===== config.mk =====
export PLATFORM = sky130hd
export DESIGN_NAME = temp_sensor_serial_regs
export DESIGN_NICKNAME = d
export VERILOG_FILES = /design/src/temp_sensor_serial_regs.v
export VERILOG_INCLUDE_DIRS = /design/src
export SDC_FILE = /design/constraint.sdc
export NUM_CORES = 1
export LEC_CHECK = 0
export BUFFER_PORTS_ARGS = -buffer_cell sky130_fd_sc_hd__buf_4
export CORE_MARGIN = 4
export CORE_UTILIZATION = 30
export DETAILED_ROUTE_END_ITERATION = 6
export GPL_ROUTABILITY_DRIVEN = 0
export SLEW_MARGIN = 15
export SYNTH_ARGS = -nofsm -noshare
export SYNTH_HDL_FRONTEND = slang
export SYNTH_SLANG_ARGS = --single-unit

===== constraint.sdc =====
create_clock -name mclk -period 2.42 [get_ports mclk]
set_input_delay 0 -clock mclk [delete_from_list [all_inputs] [get_ports mclk]]
set_output_delay 0 -clock mclk [all_outputs]
set_load 0.1 [all_outputs]

===== src/temp_sensor_defines.vh =====
`ifndef TEMP_SENSOR_DEFINES_VH
`define TEMP_SENSOR_DEFINES_VH

// Clock rate of mclk
`define MCLK_HZ              25000000

// Conversion period of the internal converter, in ms
`define CONV_TIME_MS         300

// Cycles per conversion, longest time rounds down
`define CONV_CYCLES          (`CONV_TIME_MS * (`MCLK_HZ / 1000))

// Width of the conversion timer
`define CONV_CNT_W           23

// Word and transaction geometry
`define WORD_W               16
`define FRAME_BITS           32
`define DRIVEN_BITS          4'he
`define PHASE_BIT            4

// Temperature word fields
`define TEMP_MSB             15
`define TEMP_LSB             3
`define TEMP_W               13
`define TEMP_VALID_POS       2

// Mode control word fields, only the low byte is decoded
`define MODE_LO_MSB          7
`define MODE_LO_LSB          0
`define MODE_LO_W            8
`define MODE_RESET           8'h00
`define MODE_SHUTDOWN        8'hff

// Identification word fields
`define ID_MAKER_MSB         15
`define ID_MAKER_LSB         8
`define ID_ZERO_W            8
// Maker code, value is arbitrary
`define ID_MAKER_CODE        8'ha5

// Reset values
`define TEMP_RESET           13'h0000
`define WORD_RESET           16'h0000
`define BIT_CNT_RESET        5'h00
`define CONV_CNT_RESET       23'h000000

// Least number of write bits that completes a mode write at deselect
`define MODE_MIN_BITS        4'h8

`endif


===== src/temp_sensor_serial_regs.v =====
// Notes on behaviour
// - Low byte of mode control all ones selects shutdown; upper byte ignored.
// - Any zero in the written low byte selects continuous conversion.
// - After reset the device converts continuously; mode low byte is zero.
// - Mode control is write only; there is no read-back path.
// - Serial port keeps working fully while in shutdown.
// - Temperature word: signed 13-bit value in bits 15:3, MSB first.
// - Bits 1:0 of the temperature word leave the data line released.
// - Bit 2 reads zero until the first conversion completes, then one.
// - Identification word is read only while in shutdown; both words read only.
// - Identification word: maker code high byte, zeros 7:2, bits 1:0 released.
// - Transaction spans chip select low; clock ignored while deselected.
// - First bit driven at select; next bits shift on falling clock edges.
// - After fourteen driven bits the data line is released.
// - First sixteen pulses read a word, next sixteen write mode control.
`timescale 1ns/1ps
`include "temp_sensor_defines.vh"

module temp_sensor_serial_regs #(
  parameter CONV_CYCLES = `CONV_CYCLES
) (
  // Clock and reset
  input  wire        mclk,
  input  wire        reset_n,
  // Serial port pins
  input  wire        cs_n,
  input  wire        sck,
  input  wire        sio_in,
  output reg         sio_out,
  output reg         sio_oe,
  // Converter result from the sensing front end
  input  wire [12:0] temperature_value_bits,
  // Status
  output reg         shutdown,
  output reg         result_valid
);

  // Pin synchronisers
  reg        cs_n_m_q;
  reg        cs_n_s_q;
  reg        cs_n_p_q;
  reg        sck_m_q;
  reg        sck_s_q;
  reg        sck_p_q;
  reg        sio_m_q;
  reg        sio_s_q;

  // Serial engine state
  reg  [4:0]  in_cnt_q;
  reg  [4:0]  out_cnt_q;
  reg  [15:0] word_q;
  reg  [15:0] rx_q;
  reg  [7:0]  mode_q;

  // Converter state
  reg  [`CONV_CNT_W-1:0] conv_cnt_q;
  reg  [12:0]            temp_q;
  reg                    valid_q;

  wire        selected;
  wire        sel_start;
  wire        sel_end;
  wire        sck_rise;
  wire        sck_fall;
  wire        is_shutdown;
  wire [4:0]  in_cnt_d;
  wire [4:0]  out_cnt_d;
  wire [15:0] rx_d;
  wire [15:0] temp_word;
  wire [15:0] id_word;
  wire [15:0] read_word;
  wire        conv_done;

  // Two flops on every pin before any logic looks at it
  always @(posedge mclk or negedge reset_n) begin
    if (!reset_n) begin
      cs_n_m_q <= 1'b1;
      cs_n_s_q <= 1'b1;
      cs_n_p_q <= 1'b1;
      sck_m_q  <= 1'b0;
      sck_s_q  <= 1'b0;
      sck_p_q  <= 1'b0;
      sio_m_q  <= 1'b0;
      sio_s_q  <= 1'b0;
    end else begin
      cs_n_m_q <= cs_n;
      cs_n_s_q <= cs_n_m_q;
      cs_n_p_q <= cs_n_s_q;
      sck_m_q  <= sck;
      sck_s_q  <= sck_m_q;
      sck_p_q  <= sck_s_q;
      sio_m_q  <= sio_in;
      sio_s_q  <= sio_m_q;
    end
  end

  // Clock edges only count while selected
  assign selected  = ~cs_n_s_q;
  assign sel_start = cs_n_p_q & ~cs_n_s_q;
  assign sel_end   = ~cs_n_p_q & cs_n_s_q;
  assign sck_rise  = selected & ~cs_n_p_q & sck_s_q & ~sck_p_q;
  assign sck_fall  = selected & ~cs_n_p_q & ~sck_s_q & sck_p_q;

  assign in_cnt_d  = in_cnt_q + 5'h01;
  assign out_cnt_d = out_cnt_q + 5'h01;
  assign rx_d      = {rx_q[14:0], sio_s_q};

  assign is_shutdown = (mode_q == `MODE_SHUTDOWN);

  // Read words; bits 1:0 are never driven so their value is moot
  assign temp_word = {temp_q, valid_q, 2'b00};
  assign id_word   = {`ID_MAKER_CODE, {`ID_ZERO_W{1'b0}}};
  assign read_word = is_shutdown ? id_word : temp_word;

  // Rising edges: count pulses and capture the write half
  always @(posedge mclk or negedge reset_n) begin
    if (!reset_n) begin
      in_cnt_q <= `BIT_CNT_RESET;
      rx_q     <= `WORD_RESET;
    end else if (!selected) begin
      in_cnt_q <= `BIT_CNT_RESET;
      rx_q     <= `WORD_RESET;
    end else if (sck_rise) begin
      in_cnt_q <= in_cnt_d;
      if (in_cnt_q[`PHASE_BIT]) begin
        rx_q <= rx_d;
      end
    end
  end

  // Mode control: only the low byte matters, upper byte discarded
  always @(posedge mclk or negedge reset_n) begin
    if (!reset_n) begin
      mode_q <= `MODE_RESET;
    end else if (sck_rise && in_cnt_q == 5'h1f) begin
      mode_q <= rx_d[`MODE_LO_MSB:`MODE_LO_LSB];
    end else if (sel_end && in_cnt_q[`PHASE_BIT]
                 && in_cnt_q[3:0] >= `MODE_MIN_BITS) begin
      // A short write of eight or more bits still takes effect
      mode_q <= rx_q[`MODE_LO_MSB:`MODE_LO_LSB];
    end
  end

  // Falling edges: drive the read half, release for the write half
  always @(posedge mclk or negedge reset_n) begin
    if (!reset_n) begin
      out_cnt_q <= `BIT_CNT_RESET;
      word_q    <= `WORD_RESET;
      sio_out   <= 1'b0;
      sio_oe    <= 1'b0;
    end else if (!selected) begin
      out_cnt_q <= `BIT_CNT_RESET;
      sio_out   <= 1'b0;
      sio_oe    <= 1'b0;
    end else if (sel_start) begin
      // Snapshot so a conversion finishing mid-read cannot tear the word
      out_cnt_q <= `BIT_CNT_RESET;
      word_q    <= read_word;
      sio_out   <= read_word[`WORD_W-1];
      sio_oe    <= 1'b1;
    end else if (sck_fall) begin
      out_cnt_q <= out_cnt_d;
      if (out_cnt_d == 5'h00) begin
        // Next frame starts: mode written just before decides the word
        word_q  <= read_word;
        sio_out <= read_word[`WORD_W-1];
        sio_oe  <= 1'b1;
      end else if (out_cnt_d[`PHASE_BIT]) begin
        sio_out <= 1'b0;
        sio_oe  <= 1'b0;
      end else if (out_cnt_d[3:0] < `DRIVEN_BITS) begin
        sio_out <= word_q[~out_cnt_d[3:0]];
        sio_oe  <= 1'b1;
      end else begin
        sio_out <= 1'b0;
        sio_oe  <= 1'b0;
      end
    end
  end

  // Converter pacing; the port above never waits on it
  assign conv_done = (conv_cnt_q == CONV_CYCLES - 1);

  always @(posedge mclk or negedge reset_n) begin
    if (!reset_n) begin
      conv_cnt_q <= `CONV_CNT_RESET;
    end else if (is_shutdown) begin
      // Restart a full period on leaving shutdown
      conv_cnt_q <= `CONV_CNT_RESET;
    end else if (conv_done) begin
      conv_cnt_q <= `CONV_CNT_RESET;
    end else begin
      conv_cnt_q <= conv_cnt_q + 1'b1;
    end
  end

  always @(posedge mclk or negedge reset_n) begin
    if (!reset_n) begin
      temp_q  <= `TEMP_RESET;
      valid_q <= 1'b0;
    end else if (!is_shutdown && conv_done) begin
      temp_q  <= temperature_value_bits;
      valid_q <= 1'b1;
    end
  end

  // Status outputs straight from flops
  always @(posedge mclk or negedge reset_n) begin
    if (!reset_n) begin
      shutdown     <= 1'b0;
      result_valid <= 1'b0;
    end else begin
      shutdown     <= is_shutdown;
      result_valid <= valid_q;
    end
  end

endmodule


==> impl_metrics.toml <==
[pwr]
p_seq_frac = 0.507
p_switching_uw = 712
p_int_uw = 2270
p_comb_frac = 0.041
power_leakage_uw = 0.00227
ir_drop_mv = 0.240
swShare = 0.239
power_frac_clock = 0.452
powerDensity_nw_per_um2 = 600

[setup_path]
worstPathArrival_ps = 2440
cp_cell_sequence = "ha_1 > mux4_2 > and2_1 > o22a_1 > a41o_1 > a31o_2"
worst_setup_path_end_kind = "flop"
slowest_stage = "dfrtp_1"
timing.rr.end = "sio_out$_DFFE_PN0P_"
r2r_start = "out_cnt_q[1]$_DFFE_PN0P_"
required_ps = 2660
worst-r2r-cell-count = 6
max_stage_delay_ps = 480
path_class = "flop to flop"
cp_max_fo = 12
rrSetupSlack_ps = 210
start_kind = "flop"

[placed_design]
port_buffers = 21
place_ws_ps = 217
hpwl_um = 5270

[floorplan]
initial_core_util = 0.310
pin_count = 22
num_rows = 42
die-height_um = 125
die_w_um = 125
core_area_um2 = 13300
dieArea_um2 = 15700

[sta]
rsz0062_at_grt = "no"
finalHoldViolations = 0
worst_pin_slew_ps = 503
fin_ws_ps = 212
tns_ps = 0
min_period_over_period = 0.913
setup_violations = 0
slew_headroom = 0.665
max_freq_mhz = 453
hold_slack_ps = 200
finClkSkew_ps = 9.58
drv_slew = 0
period_minus_slack_ps = 2210

[logic_synthesis]
yosysTopAreaCellShare = 0.520
yosysSeqAreaShare = 0.539
synthAdderAreaFrac = 0.0151
synth_top_family_by_area = "simple AND/OR/NAND/NOR gates"
synth.distinct_cells = 50
ys.flop_type = "dfrtp_1"
synth_nets = 414
synth_edf_count = 0
syn_area_um2 = 4140
yosys-mux-area-fraction = 0.0750
synth_top_cell_by_area = "dfrtp_1"
synth_area_leaders = "dfrtp_1 (52%), nand2_1 (6.7%), nor2_1 (4.2%), xor2_1 (3.6%), mux2_4 (3.3%)"
ys_async_sr_fraction = 1.00
avgSynthCellArea_um2 = 10.6
synth_xor_area_frac = 0.0593
synth_seq_cells = 89
syn_inst = 391
synth_compound_gate_area_share = 0.0644
synth_simple_gate_area_share = 0.219
yosys_warnings = 0

[detailed_routing]
firstDrtPassIters = 4
drc = 0
num_vias = 2832
drt_first_iter_violations = 171
viasPerCell = 4.64
wl_per_cell_um = 13.2
drt_wl_total_um = 8050
postRouteAntennaNets = 0

[grt]
grt_pass1_vias = 2962
grt_overflow_total = 0
grt_max_degree = 90
use_met2 = 0.184
grt_pass1_wl_um = 14300
use_met1 = 0.138
grtUsageMet3 = 0.0256
antenna_found_initial = 0
top_usage_layer = "met2"
grtUsageTotal = 0.109

[clock_tree]
clk_pin_slew_worst_paths_ps = 70
postCtsSetupRepairBufs = 0
clock_tree.root_cell = "clkbuf_16"
cts_num_sinks = 89
cts_max_level = 3
tritoncts = "done"
cts_resized = 0
clk_latency_ps = 340
cts-buffers-inserted = 9
cts_buffer_depth = 2

[status]
status = "finished, final reports clean"

[min_path]
hold_class = "input port to async pin"

[cells_and_area]
area_growth_pct = 20.0
fin_nets = 453
drive_gt1_frac = 0.179
nFillCells = 1347
diodes = 0

[job]
maxCapViolations = 0
[critical path: cells and delay by family, from the launching register on]
| family | cells | cell delay [ps] |
|---|---|---|
| AO/OA/AOI/OAI | 3 | 630 |
| adder cells (fa/ha/maj) | 1 | 460 |
| flip-flops | 1 | 480 |
| multiplexers | 1 | 360 |
| AND/OR/NAND/NOR | 1 | 170 |
[cell usage after synthesis, types with 2 or more instances]
| cell | instances |
|---|---|
| dfrtp_1 | 86 |
| nand2_1 | 74 |
| nor2_1 | 46 |
| xor2_1 | 17 |
| o21ai_0 | 16 |
| nand4_1 | 13 |
| clkbuf_1 | 11 |
| xnor2_1 | 11 |
| nand3b_1 | 10 |
| mux2_4 | 9 |
| a22oi_1 | 8 |
| nand3_1 | 8 |
| and2_1 | 6 |
| inv_1 | 6 |
| a21oi_1 | 5 |
| ha_1 | 5 |
| and3_2 | 4 |
| buf_2 | 4 |
| mux2_2 | 4 |
| mux2i_1 | 4 |
| mux4_2 | 4 |
| dfstp_2 | 3 |
| nor4_1 | 3 |
| or2_2 | 3 |
| a211o_1 | 2 |
| a211oi_1 | 2 |
| and3_1 | 2 |
| and4_1 | 2 |
| nor3_1 | 2 |
[logic make-up after synthesis]
family / count (synthesis)
simple gates: 183
mux: 21
xor+xnor: 28
fa+ha+maj: 5
buf+inv: 24
flops: 89
compound gates: 41
[repair_timing]
item | CTS | global route
setup endpoints to repair | 0 | 0
hold buffers | 17 | 0
endpoints found under the hold margin | 102 | 0
[state kept, by name, indices dropped and copies added, names as in the netlist, 5 cells and up]
signal	flops
conv_cnt_q	23
word_q	14
temp_q	13
mode_q	8
rx_q	8
in_cnt_q	5
out_cnt_q	5
[routing by layer]
layer	wire [um]	share of wire
met2	4000	0.50
met5	0	0
met1	3720	0.46
met4	108	0.013
met3	218	0.027
[cells in the final DEF (no fill, tap or decap), types with 2 or more instances in the layout]
master         netlist  routed
nor2_1              46      46
o21ai_0             16      16
dlygate4sd3_1        0      17
dfrtp_1             86      86
clkbuf_16            0       9
mux2_4               9       9
nand2_1             74      74
and4_1               2       2
inv_6                0       3
dfstp_2              3       3
nand3_1              8       8
a21oi_1              5       5
nand4_1             13      13
xnor2_1             11      11
a211o_1              2       2
buf_12               1       2
mux2_2               4       4
and3_2               4       4
buf_4                1      27
nor4_1               3       3
a22oi_1              8       8
nand3b_1            10      10
or2_2                3       3
a211oi_1             2       2
xor2_1              17      17
clkinvlp_4           0       3
ha_1                 5       5
mux4_2               4       4
inv_1                6       6
nor3_1               2       2
and3_1               2       2
mux2i_1              4       4
and2_1               6       6
[cell type report]
type / count / area (um2) / share of cell area
Inverter: 6 / 22.5 / 0.00454
Tap cell: 176 / 220 / 0.0444
Clock buffer: 9 / 225 / 0.0454
Timing Repair Buffer: 46 / 413 / 0.0832
Multi-Input combinational cell: 278 / 1790 / 0.361
Clock inverter: 7 / 60.1 / 0.0121
Sequential cell: 89 / 2230 / 0.450
[stage by stage]
step	utilization	std cells	total power (uW)	area, um2
4_1_cts	0.372	611	3030	4960
2_1_floorplan	-	391	1570	4140
3_3_place_gp	0.338	578	1640	4510
6_report	0.372	611	2980	4960
5_1_grt	0.372	611	3100	4960
3_5_place_dp	0.338	578	1640	4510
[worst max path at each step]
stage | from | endpoint | slack (ps) | depth (start not counted)
after detailed placement | out_cnt_q[1]$_DFFE_PN0P_ | sio_out$_DFFE_PN0P_ | 220 | 6
after CTS | conv_cnt_q[9]$_DFF_PN0_ | temp_q[12]$_DFFE_PN0P_ | 190 | 6
after global routing | out_cnt_q[1]$_DFFE_PN0P_ | sio_out$_DFFE_PN0P_ | 70 | 6
final | out_cnt_q[1]$_DFFE_PN0P_ | sio_out$_DFFE_PN0P_ | 210 | 6
after global placement | conv_cnt_q[9]$_DFF_PN0_ | temp_q[1]$_DFFE_PN0P_ | 280 | 6
after floorplan | conv_cnt_q[9]$_DFF_PN0_ | temp_q[10]$_DFFE_PN0P_ | 300 | 6
[power by group through the flow]
stage          Sequential, uW  Clock [uW]  Combinational, uW
6_report                 1510        1350                121
2_1_floorplan            1540           0               31.0
3_3_place_gp             1540           0                102
3_5_place_dp             1540           0                104
4_1_cts                  1510        1390                126
5_1_grt                  1510        1450                136
Power figures use the tool's default switching activity.
